$ cat src/pll_scan_pkg.sv
// Shared constants for the PLL scan reconfiguration block.
package pll_scan_pkg;
  // Scan chain geometry.
  localparam int unsigned CHAIN_LEN  = 144;
  localparam int unsigned SEG_W      = 18;
  localparam int unsigned NUM_DIV    = 7;
  localparam int unsigned NUM_OUT    = 5;
  localparam int unsigned CNT_W      = 8;
  localparam int unsigned BW_W       = 9;
  localparam int unsigned PUMP_BASE  = NUM_DIV * SEG_W;
  localparam int unsigned FILT_BASE  = PUMP_BASE + BW_W;
  // Field positions inside one divider segment.
  localparam int unsigned LOW_POS    = 0;
  localparam int unsigned HIGH_POS   = 8;
  localparam int unsigned BYP_POS    = 16;
  localparam int unsigned ODD_POS    = 17;
  // Divider index inside the chain: outputs first, then feedback, prescale.
  localparam int unsigned FB_IDX     = 5;
  localparam int unsigned PRE_IDX    = 6;
  // Shift counter width and full-load value.
  localparam int unsigned SCNT_W     = 8;
  localparam logic [7:0]  SCNT_FULL  = 8'h90;
  // Rates: core clock and the fastest allowed scan clock.
  localparam int unsigned CORE_MHZ   = 200;
  localparam int unsigned SCAN_MHZ   = 100;
  localparam int unsigned SCAN_MIN_CYC = (CORE_MHZ + SCAN_MHZ - 1) / SCAN_MHZ;
  // Register byte offsets.
  localparam logic [7:0]  STATUS_OFF = 8'h00;
  localparam logic [7:0]  MASK_OFF   = 8'h04;
  localparam logic [7:0]  STATE_OFF  = 8'h08;
  localparam logic [7:0]  BW_OFF     = 8'h0C;
  // Status and mask bit positions.
  localparam int unsigned EV_DONE    = 0;
  localparam int unsigned EV_ERR     = 1;
  localparam int unsigned EV_W       = 2;
  // Reset values.
  localparam logic [1:0]  MASK_RST   = 2'h0;
  localparam logic [8:0]  BW_RST     = 9'h000;
  localparam logic [7:0]  CNT_RST    = 8'h01;
  localparam logic        BYP_RST    = 1'b1;
  localparam logic        ODD_RST    = 1'b0;
  // Load sequencer states, Gray coded.
  typedef enum logic [1:0] {
    ST_IDLE = 2'b00,
    ST_WAIT = 2'b01
  } load_state_e;
endpackage

$ cat src/scan_chain.sv
// Serial scan shift register with serial readback.
`timescale 1ns/1ps
module scan_chain #(
  parameter int unsigned LEN = 144
) (
  input  wire logic           core_clk_i,
  input  wire logic           rstn_i,
  input  wire logic           shift_i,
  input  wire logic           data_i,
  output logic [LEN-1:0]      chain_o,
  output logic                data_o
);
  initial begin
    if (LEN < 2) $error("scan_chain: LEN too small");
  end

  // New bits enter at the top, so after a full load the first bit sits at
  // index zero; the chain holds its contents while shift is low.
  always_ff @(posedge core_clk_i or negedge rstn_i) begin
    if (!rstn_i) begin
      chain_o <= '0;
    end else if (shift_i) begin
      chain_o <= {data_i, chain_o[LEN-1:1]};
    end
  end

  // The bottom bit is the one that leaves next; registered for a clean pin.
  always_ff @(posedge core_clk_i or negedge rstn_i) begin
    if (!rstn_i) begin
      data_o <= 1'b0;
    end else if (shift_i) begin
      data_o <= chain_o[1];
    end else begin
      data_o <= chain_o[0];
    end
  end
endmodule

$ cat src/scan_divider.sv
// One reprogrammable divider with high/low counts, bypass and odd mode.
`timescale 1ns/1ps
module scan_divider #(
  parameter int unsigned W = 8
) (
  input  wire logic         core_clk_i,
  input  wire logic         rstn_i,
  input  wire logic         load_i,
  input  wire logic [W-1:0] high_i,
  input  wire logic [W-1:0] low_i,
  input  wire logic         bypass_i,
  input  wire logic         odd_i,
  output logic              div_o,
  output logic              adopted_o
);
  import pll_scan_pkg::*;

  localparam int unsigned HW = W + 2; // Counts run in half VCO periods.

  logic [W-1:0]  pend_high;    // Settings waiting for the period end.
  logic [W-1:0]  pend_low;
  logic          pend_byp;
  logic          pend_odd;
  logic          pending;      // A new setting is waiting.
  logic [W-1:0]  cur_high;     // Settings in effect.
  logic [W-1:0]  cur_low;
  logic          cur_byp;
  logic          cur_odd;
  logic [HW-1:0] cnt;          // Half-period position inside the cycle.
  logic [HW-1:0] period_h;     // Cycle length in half periods.
  logic [HW-1:0] high_h;       // High time in half periods.
  logic          boundary;     // Last half period of the output cycle.

  initial begin
    if (W < 2) $error("scan_divider: W too small");
  end

  // Bypass and all-zero counts both give one VCO period, high for one half.
  always_comb begin
    if (cur_byp || (cur_high == '0 && cur_low == '0)) begin
      period_h = HW'(2);
      high_h   = HW'(1);
    end else begin
      period_h = HW'({cur_high, 1'b0}) + HW'({cur_low, 1'b0});
      // Odd mode moves the fall to a falling VCO edge: half a period less.
      high_h   = HW'({cur_high, 1'b0}) - HW'(cur_odd);
    end
  end

  assign boundary = (cnt >= period_h - HW'(1));

  // Capture a new setting; it waits until the current cycle finishes.
  always_ff @(posedge core_clk_i or negedge rstn_i) begin
    if (!rstn_i) begin
      pend_high <= W'(CNT_RST);
      pend_low  <= W'(CNT_RST);
      pend_byp  <= BYP_RST;
      pend_odd  <= ODD_RST;
      pending   <= 1'b0;
    end else if (load_i) begin
      pend_high <= high_i;
      pend_low  <= low_i;
      pend_byp  <= bypass_i;
      pend_odd  <= odd_i;
      pending   <= 1'b1;
    end else if (boundary) begin
      pending   <= 1'b0;
    end
  end

  // Adopt at this divider's own cycle end, so dividers switch independently.
  always_ff @(posedge core_clk_i or negedge rstn_i) begin
    if (!rstn_i) begin
      cur_high  <= W'(CNT_RST);
      cur_low   <= W'(CNT_RST);
      cur_byp   <= BYP_RST;
      cur_odd   <= ODD_RST;
      adopted_o <= 1'b0;
    end else begin
      adopted_o <= pending && boundary && !load_i;
      if (pending && boundary && !load_i) begin
        cur_high <= pend_high;
        cur_low  <= pend_low;
        cur_byp  <= pend_byp;
        cur_odd  <= pend_odd;
      end
    end
  end

  // Half-period counter and registered output.
  always_ff @(posedge core_clk_i or negedge rstn_i) begin
    if (!rstn_i) begin
      cnt   <= '0;
      div_o <= 1'b0;
    end else begin
      cnt   <= boundary ? '0 : cnt + HW'(1);
      div_o <= boundary ? 1'b1 : (cnt + HW'(1) < high_h);
    end
  end
endmodule

$ cat src/pll_scan_reconfig.sv
// Top of the PLL scan reconfiguration block: sequencing, load and registers.
`timescale 1ns/1ps

// Functional notes
// - Chain is 144 bits; full load required.
// - Capture from second rising edge, bit each.
// - Chain holds while enable low.
// - One-cycle apply strobe loads chain into settings.
// - Done high while busy, fall means applied.
// - Each divider switches on its own clock.
// - Sequence may repeat without limit.
// - Chain contents appear on serial output.
// - Scan never changes phase selections.
// - Eight-bit high and low counts per divider.
// - Bypass one passes input undivided.
// - Odd clear: fall on rising VCO edge.
// - Odd set: fall on falling edge.
// - Seven 18-bit dividers, two 9-bit segments.
// - First bit fifth output low LSB; filter MSB last.
module pll_scan_reconfig (
  input  wire logic                             core_clk_i,
  input  wire logic                             rstn_i,
  input  wire logic                             scan_clk_i,
  input  wire logic                             scan_en_i,
  input  wire logic                             scan_data_i,
  input  wire logic                             apply_i,
  output logic                                  done_o,
  output logic                                  scan_data_o,
  input  wire logic [7:0]                       reg_addr_i,
  input  wire logic [31:0]                      reg_wdata_i,
  input  wire logic                             reg_we_i,
  input  wire logic                             reg_re_i,
  output logic [31:0]                           reg_rdata_o,
  output logic                                  irq_o,
  output logic [pll_scan_pkg::NUM_OUT-1:0]      output_dividers_o,
  output logic                                  fb_div_o,
  output logic                                  pre_div_o,
  output logic [pll_scan_pkg::BW_W-1:0]         pump_current_setting_o,
  output logic [pll_scan_pkg::BW_W-1:0]         filter_setting_o
);
  import pll_scan_pkg::*;

  logic                  scan_clk_q;    // Previous scan clock sample.
  logic                  scan_rise;     // Rising scan edge seen this cycle.
  logic                  en_q;          // Enable at the previous scan edge.
  logic                  apply_q;       // Apply at the previous scan edge.
  logic                  shift;         // Shift the chain this cycle.
  logic [SCNT_W-1:0]     shift_cnt;     // Bits shifted in this load.
  logic [CHAIN_LEN-1:0]  chain;         // Scan chain contents.
  logic                  apply_edge;    // Fresh apply seen on a scan edge.
  logic                  accept;        // Apply taken for a full load.
  logic                  reject;        // Apply refused.
  load_state_e           state;         // Load sequencer state.
  logic                  load;          // Hand new settings to dividers.
  logic [NUM_DIV-1:0]    adopted;       // Adoption pulses from dividers.
  logic [NUM_DIV-1:0]    adopted_set;   // Dividers that took the new value.
  logic [NUM_DIV-1:0]    div_clk;       // All divider outputs.
  logic                  all_adopted;   // Every divider has switched.
  logic [EV_W-1:0]       status;        // Sticky event bits.
  logic [EV_W-1:0]       mask;          // Interrupt enables.
  logic [EV_W-1:0]       events;        // Event pulses this cycle.
  logic [EV_W-1:0]       w1c;           // Bits software clears this cycle.
  logic [31:0]           next_rdata;    // Read data selected by address.

  // The scan clock is sampled on the core clock; at up to half the core
  // rate each scan level lasts at least one core cycle, so no edge is lost.
  always_ff @(posedge core_clk_i or negedge rstn_i) begin
    if (!rstn_i) begin
      scan_clk_q <= 1'b0;
    end else begin
      // Follow the pin every cycle.
      scan_clk_q <= scan_clk_i;
    end
  end

  assign scan_rise = scan_clk_i && !scan_clk_q;

  // Enable and apply are registered on scan edges, as the PLL would.
  always_ff @(posedge core_clk_i or negedge rstn_i) begin
    if (!rstn_i) begin
      en_q    <= 1'b0;
      apply_q <= 1'b0;
    end else if (scan_rise) begin
      // Only scan edges move these.
      en_q    <= scan_en_i;
      apply_q <= apply_i;
    end
  end

  // The first edge with enable high only arms; data enter from the second.
  assign shift = scan_rise && scan_en_i && en_q;

  // Count bits of the current load; a new enable window starts afresh.
  // The count saturates so an overlong load still reads as full.
  always_ff @(posedge core_clk_i or negedge rstn_i) begin
    if (!rstn_i) begin
      shift_cnt <= '0;
    end else if (scan_rise && scan_en_i && !en_q) begin
      // A fresh window restarts.
      shift_cnt <= '0;
    end else if (shift && shift_cnt != SCNT_FULL) begin
      // Count up, stop at full.
      shift_cnt <= shift_cnt + SCNT_W'(1);
    end
  end

  // The chain shifts only inside the enable window.
  scan_chain #(
    .LEN (CHAIN_LEN)
  ) u_chain (
    .core_clk_i (core_clk_i),
    .rstn_i     (rstn_i),
    .shift_i    (shift),
    .data_i     (scan_data_i),
    .chain_o    (chain),
    .data_o     (scan_data_o)
  );

  // An apply counts once per strobe, taken on its first scan edge.
  assign apply_edge = scan_rise && apply_i && !apply_q;
  // A short load or an apply while busy would load a half-built chain.
  assign accept = apply_edge && (shift_cnt == SCNT_FULL) &&
                  !scan_en_i && (state == ST_IDLE);
  // Anything else is refused.
  assign reject = apply_edge && !accept;
  assign load   = accept;

  // Sequencer: busy from the accepted apply until every divider switched.
  always_ff @(posedge core_clk_i or negedge rstn_i) begin
    if (!rstn_i) begin
      state <= ST_IDLE;
    end else begin
      case (state)
        ST_IDLE: begin
          if (accept) begin
            // Busy until all switch.
            state <= ST_WAIT;
          end
        end
        ST_WAIT: begin
          // Leave once all switched.
          if (all_adopted) begin
            state <= ST_IDLE;
          end
        end
        default: begin
          state <= ST_IDLE;
        end
      endcase
    end
  end

  // Track which dividers have taken their new setting.
  always_ff @(posedge core_clk_i or negedge rstn_i) begin
    if (!rstn_i) begin
      adopted_set <= '0;
    end else if (load) begin
      adopted_set <= '0;
    end else if (state == ST_WAIT) begin
      // Gather pulses while busy.
      adopted_set <= adopted_set | adopted;
    end
  end

  // This cycle's pulses count too.
  assign all_adopted = &(adopted_set | adopted);

  // Done is high exactly while busy; its fall marks new settings in force.
  always_ff @(posedge core_clk_i or negedge rstn_i) begin
    if (!rstn_i) begin
      done_o <= 1'b0;
    end else begin
      // High from accept on.
      done_o <= accept || (state == ST_WAIT && !all_adopted);
    end
  end

  // One divider per chain segment; segment i starts at bit i*18. Only the
  // counts and mode bits are loaded, phase tap choices live elsewhere.
  for (genvar i = 0; i < NUM_DIV; i++) begin : g_div
    // Base bit of this segment.
    localparam int unsigned B = i * SEG_W;
    scan_divider #(
      .W (CNT_W)
    ) u_div (
      .core_clk_i (core_clk_i),
      .rstn_i     (rstn_i),
      .load_i     (load),
      .high_i     (chain[B+HIGH_POS +: CNT_W]),
      .low_i      (chain[B+LOW_POS +: CNT_W]),
      .bypass_i   (chain[B+BYP_POS]),
      .odd_i      (chain[B+ODD_POS]),
      .div_o      (div_clk[i]),
      .adopted_o  (adopted[i])
    );
  end

  // Chain order runs from the last output down, so reverse it here.
  for (genvar k = 0; k < NUM_OUT; k++) begin : g_out
    // Output k is segment four minus k.
    assign output_dividers_o[k] = div_clk[NUM_OUT-1-k];
  end

  // Feedback and prescale follow outputs.
  assign fb_div_o  = div_clk[FB_IDX];
  assign pre_div_o = div_clk[PRE_IDX];

  // Bandwidth settings change only on an accepted apply. The PLL itself
  // still needs a clear from the controller afterwards.
  always_ff @(posedge core_clk_i or negedge rstn_i) begin
    if (!rstn_i) begin
      pump_current_setting_o <= BW_RST;
      filter_setting_o       <= BW_RST;
    end else if (load) begin
      // Straight from the chain.
      pump_current_setting_o <= chain[PUMP_BASE +: BW_W];
      filter_setting_o       <= chain[FILT_BASE +: BW_W];
    end
  end

  // Event pulses: completion and refused apply.
  always_comb begin
    events         = '0;
    // Done is the last adoption.
    events[EV_DONE] = (state == ST_WAIT) && all_adopted;
    events[EV_ERR]  = reject;
  end

  // Write-one-to-clear mask for the status register.
  always_comb begin
    w1c = '0;
    if (reg_we_i && reg_addr_i == STATUS_OFF) begin
      // Write ones to clear.
      w1c = reg_wdata_i[EV_W-1:0];
    end
  end

  // Sticky status; an event in the clearing cycle survives the clear.
  always_ff @(posedge core_clk_i or negedge rstn_i) begin
    if (!rstn_i) begin
      status <= '0;
    end else begin
      // Set wins over clear.
      status <= (status & ~w1c) | events;
    end
  end

  // Interrupt mask register.
  always_ff @(posedge core_clk_i or negedge rstn_i) begin
    if (!rstn_i) begin
      mask <= MASK_RST;
    end else if (reg_we_i && reg_addr_i == MASK_OFF) begin
      // Event bits only.
      mask <= reg_wdata_i[EV_W-1:0];
    end
  end

  // Level output while unmasked bits are set.
  assign irq_o = |(status & mask);

  // Read multiplexer; unmapped offsets read zero.
  always_comb begin
    next_rdata = '0;
    case (reg_addr_i)
      STATUS_OFF: begin
        next_rdata[EV_W-1:0] = status;
      end
      MASK_OFF: begin
        next_rdata[EV_W-1:0] = mask;
      end
      STATE_OFF: begin
        // Busy, count and adoption mask.
        next_rdata[0]     = (state == ST_WAIT);
        next_rdata[15:8]  = shift_cnt;
        next_rdata[22:16] = adopted_set;
      end
      BW_OFF: begin
        // Both bandwidth settings.
        next_rdata[8:0]   = pump_current_setting_o;
        next_rdata[24:16] = filter_setting_o;
      end
      default: begin
        next_rdata = '0;
      end
    endcase
  end

  // Read data stand only in the cycle after the read strobe.
  always_ff @(posedge core_clk_i or negedge rstn_i) begin
    if (!rstn_i) begin
      reg_rdata_o <= '0;
    end else if (reg_re_i) begin
      // Latch the addressed word.
      reg_rdata_o <= next_rdata;
    end else begin
      reg_rdata_o <= '0;
    end
  end
endmodule

$ cat config.mk
export PLATFORM = sky130hd
export DESIGN_NAME = pll_scan_reconfig
export DESIGN_NICKNAME = d
export VERILOG_FILES = /design/src/pll_scan_pkg.sv /design/src/scan_chain.sv /design/src/scan_divider.sv /design/src/pll_scan_reconfig.sv
export SDC_FILE = /design/constraint.sdc
export NUM_CORES = 1
export LEC_CHECK = 0
export BUFFER_PORTS_ARGS = -buffer_cell sky130_fd_sc_hd__buf_2
export CAP_MARGIN = 30
export CORE_MARGIN = 5
export CORE_UTILIZATION = 51
export CTS_CLUSTER_DIAMETER = 30
export DETAILED_ROUTE_END_ITERATION = 6
export HOLD_SLACK_MARGIN = 0.06
export PLACE_DENSITY_LB_ADDON = 0.12
export SYNTH_ARGS = -nofsm -noshare
export SYNTH_HDL_FRONTEND = slang
export SYNTH_SLANG_ARGS = --single-unit
export TNS_END_PERCENT = 10
$ cat constraint.sdc
create_clock -name core_clk_i -period 5.3 [get_ports core_clk_i]
set_input_delay 1.06 -clock core_clk_i [delete_from_list [all_inputs] [get_ports core_clk_i]]
set_output_delay 1.06 -clock core_clk_i [all_outputs]
set_load 0.005 [all_outputs]
==> impl_results.md <==
- Multi-input logic area: 14360 um2
- Die X-Extent: approximately 250 um
- Post-synthesis async set-or-reset flop share: 100.0%
- Required time of the critical path: 5.81 ns
- Vias in the first global route: 22.25k
- Power per cell area: about 340 nW/um2
- Final Util: 60.52%
- GRT Total Usage: around a fifth
- WL per Instance: 15.82 um
- Hold_buf cts: 0
- Crit start category: register
- Pint: 9052 uW
- CTS max path bufs: 3
- Total Nets Final: 3422
- CTS Buf Count: 110
- CP Class: reg2reg
- Area growth, synth to finish: 17.74%
- Crit-path max FO: 19
- Synthesis-stage register bit count: approximately 560
- Design area: 34130 um2
- Final period util: 93.32%
- VDD IR max: 0.0002626 V
- Final WL: 63.52 mm
- Final hold violation count: 0
- # diodes: 0
- CP endpoint kind: register
- Syn Inst Count: 3048
- Share of layout cells above drive strength 1: 12.39%
- CTS H-Tree Depth: 3
- Placed cell count: 3806
- Yosys cell types: 78
- CTS tree: done
- Ys flop type: dfrtp_1
- Setup_tns: 0 ns
- R2R Setup Slk: 0.35 ns
- Final estimated routing congestion in global placement: 0.9025
- Drt pass-1 iters: 6
- Placed cell area: 30230 um2
- RSZ-0062 raised after global routing: false
- Via/cell ratio: between 5 and 6
- Dpl hpwl: between 40 and 50 mm
- Pin count of the biggest net entering global routing: 148
- Hold/Removal Path Class: reg2reg
- Initial DRC Count: 1285
- Critical Path AT: between 5 and 6 ns
- Final Critical Period: slightly below 5 ns
- Sw Share: around a fifth
- Non-filler cells, final: approximately 4k
- Post-route ant nets: 0
- Final setup fails: 0
- Fill cells: 4805
- Status: complete, no violations
- Leak Pwr: 0.01793 uW
- Slew HR: around a third
- Port bufs: 70
- Slew Viols, Final: 0
- Post-CTS setup buffer count: 0
- Mean Syn Cell Area: 9.510 um2
- Die height: 248.4 um
- Num rows: 87
- F_max: 202.2 MHz
- Clock Sinks: between 500 and 600
- Worst-skew pair later-pin latency: 0.66 ns
- Sequential cell area: 13940 um2
- Clk network pwr share: 61.4%
- Core area: 56390 um2
- YS warnings: 0
- PnR worst setup slack: 0.3539 ns
- Synthesized area: 28990 um2
- GRT overflow: 0
- Initial Util: 51.40%
- Register area share after synthesis: approximately 48%
- DRC: 0
- Sw power: 2456 uW
- PostCTS Resize Cnt: 0
- Place WS: 0.4193 ns
- Logic pwr share: around 1.4%
- Initial antenna violation count: 0
- Worst slew pin tran: 0.9805 ns
- Clk root buf: clkbuf_16
- Vias: 21.39k
- I/O pin count: approximately 110
- CTS clk-pin slew, worst paths: 0.05 ns
- Global-route wire length before repair: 109.8 mm
- Max_cap viols: 0
- Clk_skew: 0.04082 ns
- Sequential share of power: 37.2%
- Full die area: 61700 um2
- EDFF count, synth: 0
==> cells in the mapped netlist, types with 7 or more instances <==
cell,number,share of area [%]
buf_2,11,0.19
a2111oi_0,7,0.21
nand3_1,49,0.85
nor3b_1,9,0.23
o21ai_0,61,1.1
nor4_1,22,0.47
and2_1,25,0.54
and3_1,26,0.56
dfrtp_1,513,44
xnor2_1,90,2.7
a41oi_1,7,0.21
xor2_1,74,2.2
a21oi_1,68,1.2
a22o_1,10,0.30
nor3_1,48,0.83
nand4_1,29,0.63
nand2b_1,31,0.67
mux2i_1,7,0.24
mux2_1,95,3.7
nand2_1,1007,13
o21ai_1,10,0.17
o31a_1,7,0.21
nand3b_1,9,0.23
or3_1,11,0.24
a21o_1,67,1.7
o31ai_1,11,0.28
a211oi_1,14,0.36
buf_4,12,0.31
clkbuf_1,80,1.0
fa_1,7,0.48
ha_1,205,8.8
o21a_1,12,0.31
or4_1,10,0.26
buf_1,7,0.091
nor2b_1,67,1.4
dfstp_2,42,3.8
nor2_1,107,1.4
inv_1,64,0.83
mux2_2,34,1.3
==> cell families (layout without fill, tap and decap cells) <==
logic type                 Yosys count  after routing  synth area share [%]
buffers and inverters              178            384                 2.568
AOI/OAI and AO/OA                  331            331                 7.710
other                                1              7               0.01294
xor gates and xnor gates           164            164                 4.956
DFF                                555            555                 48.10
muxes                              138            138                 5.383
and+or+nand+nor                   1469           1469                 21.94
adders and majority gates          212            212                 9.333
==> placed cells by master (no fill, tap or decap), types with 22 or more instances in the layout <==
master     instances
nand2_1         1007
dfrtp_1          513
ha_1             205
clkbuf_16        112
nor2_1           105
mux2_1            95
xnor2_1           90
xor2_1            74
buf_2             69
a21oi_1           68
a21o_1            67
nor2b_1           67
inv_1             64
o21ai_0           61
nor3_1            48
nand3_1           47
dfstp_2           42
mux2_2            34
buf_4             34
nand2b_1          31
nand4_1           29
and3_1            26
and2_1            25
nor4_1            22
==> layer usage <==
| layer | wire length (um) | up-vias | global-route usage [%] |
|---|---|---|---|
| met2 | 30020 | 330 | 34.33 |
| met4 | 1589 | 0 | 6.070 |
| met5 | 0 | - | 0 |
| met1 | 29840 | 10410 | 28.39 |
| li1 | - | 10530 | - |
| met3 | 2072 | 119 | 3.480 |
==> power groups by stage <==
| stage | Sequential [uW] | Clock [uW] | Combinational, uW |
|---|---|---|---|
| floorplan | 4340 | 0 | 49.6 |
| global placement | 4350 | 0 | 163 |
| detailed placement | 4350 | 0 | 169 |
| CTS | 4280 | 7210 | 169 |
| global route | 4280 | 7440 | 190 |
| finish | 4280 | 7060 | 160 |
==> state kept, by name (all words and copies together), names as in the netlist, 8 cells and up <==
signal,count
filter_setting_o,9
g_div.u_div.cnt,70
g_div.u_div.cur_high,56
g_div.u_div.cur_low,56
g_div.u_div.pend_high,56
g_div.u_div.pend_low,56
pump_current_setting_o,9
reg_rdata_o,25
shift_cnt,8
u_chain.chain_o,144
==> critical path: stages, from the launching register on <==
cell and delay, ns:
dfstp_2 0.55, ha_1 0.22, inv_1 0.07, fa_1 0.41, xnor2_1 0.18, or3b_2 0.49, nor4_1 0.42, nand2_1 0.13
xnor2_1 0.15, ha_1 0.30, o2111ai_1 0.12, o21a_1 0.20, nor2_1 0.67, and3_1 0.27, buf_4 0.27, mux2_2 0.37
==> area by class of cell <==
type                    instances  area share [%]
clock buffers                 142           8.924
flip-flops and latches        555           40.85
inverters                      64          0.7039
clock inverters                68           2.486
well taps                     756           2.772
multi-input cells            2321           42.09
repair buffers                110           2.178
==> worst paths after layout <==
check / from / end / depth (start not counted)
worst max-delay path: g_div[5].u_div.cur_high[0]$_DFFE_PN1P_ / g_div[5].u_div.cur_low[6]$_DFFE_PN0P_ / 15
worst min-delay path: g_div[1].u_div.pend_high[0]$_DFFE_PN1P_ / g_div[1].u_div.pend_high[0]$_DFFE_PN1P_ / 2
worst max register to register: g_div[5].u_div.cur_high[0]$_DFFE_PN1P_ / g_div[5].u_div.cur_low[6]$_DFFE_PN0P_ / 15
worst min register to register: g_div[1].u_div.pend_high[0]$_DFFE_PN1P_ / g_div[1].u_div.pend_high[0]$_DFFE_PN1P_ / 2
max in group asynchronous: rstn_i / g_div[4].u_div.pending$_DFFE_PN0P_ / 2
min in group asynchronous: rstn_i / g_div[6].u_div.cnt[5]$_DFF_PN0_ / 1
==> through the flow <==
| stage | hold slack [ns] | total power (uW) |
|---|---|---|
| 5_1_grt | 0.4746 | 11910 |
| 6_report | 0.4573 | 11510 |
| 3_3_place_gp | 0.4461 | 4511 |
| 2_1_floorplan | 0.4368 | 4393 |
| 4_1_cts | 0.4578 | 11660 |
| 3_5_place_dp | 0.4503 | 4518 |
(Power assumes the default switching activity.)
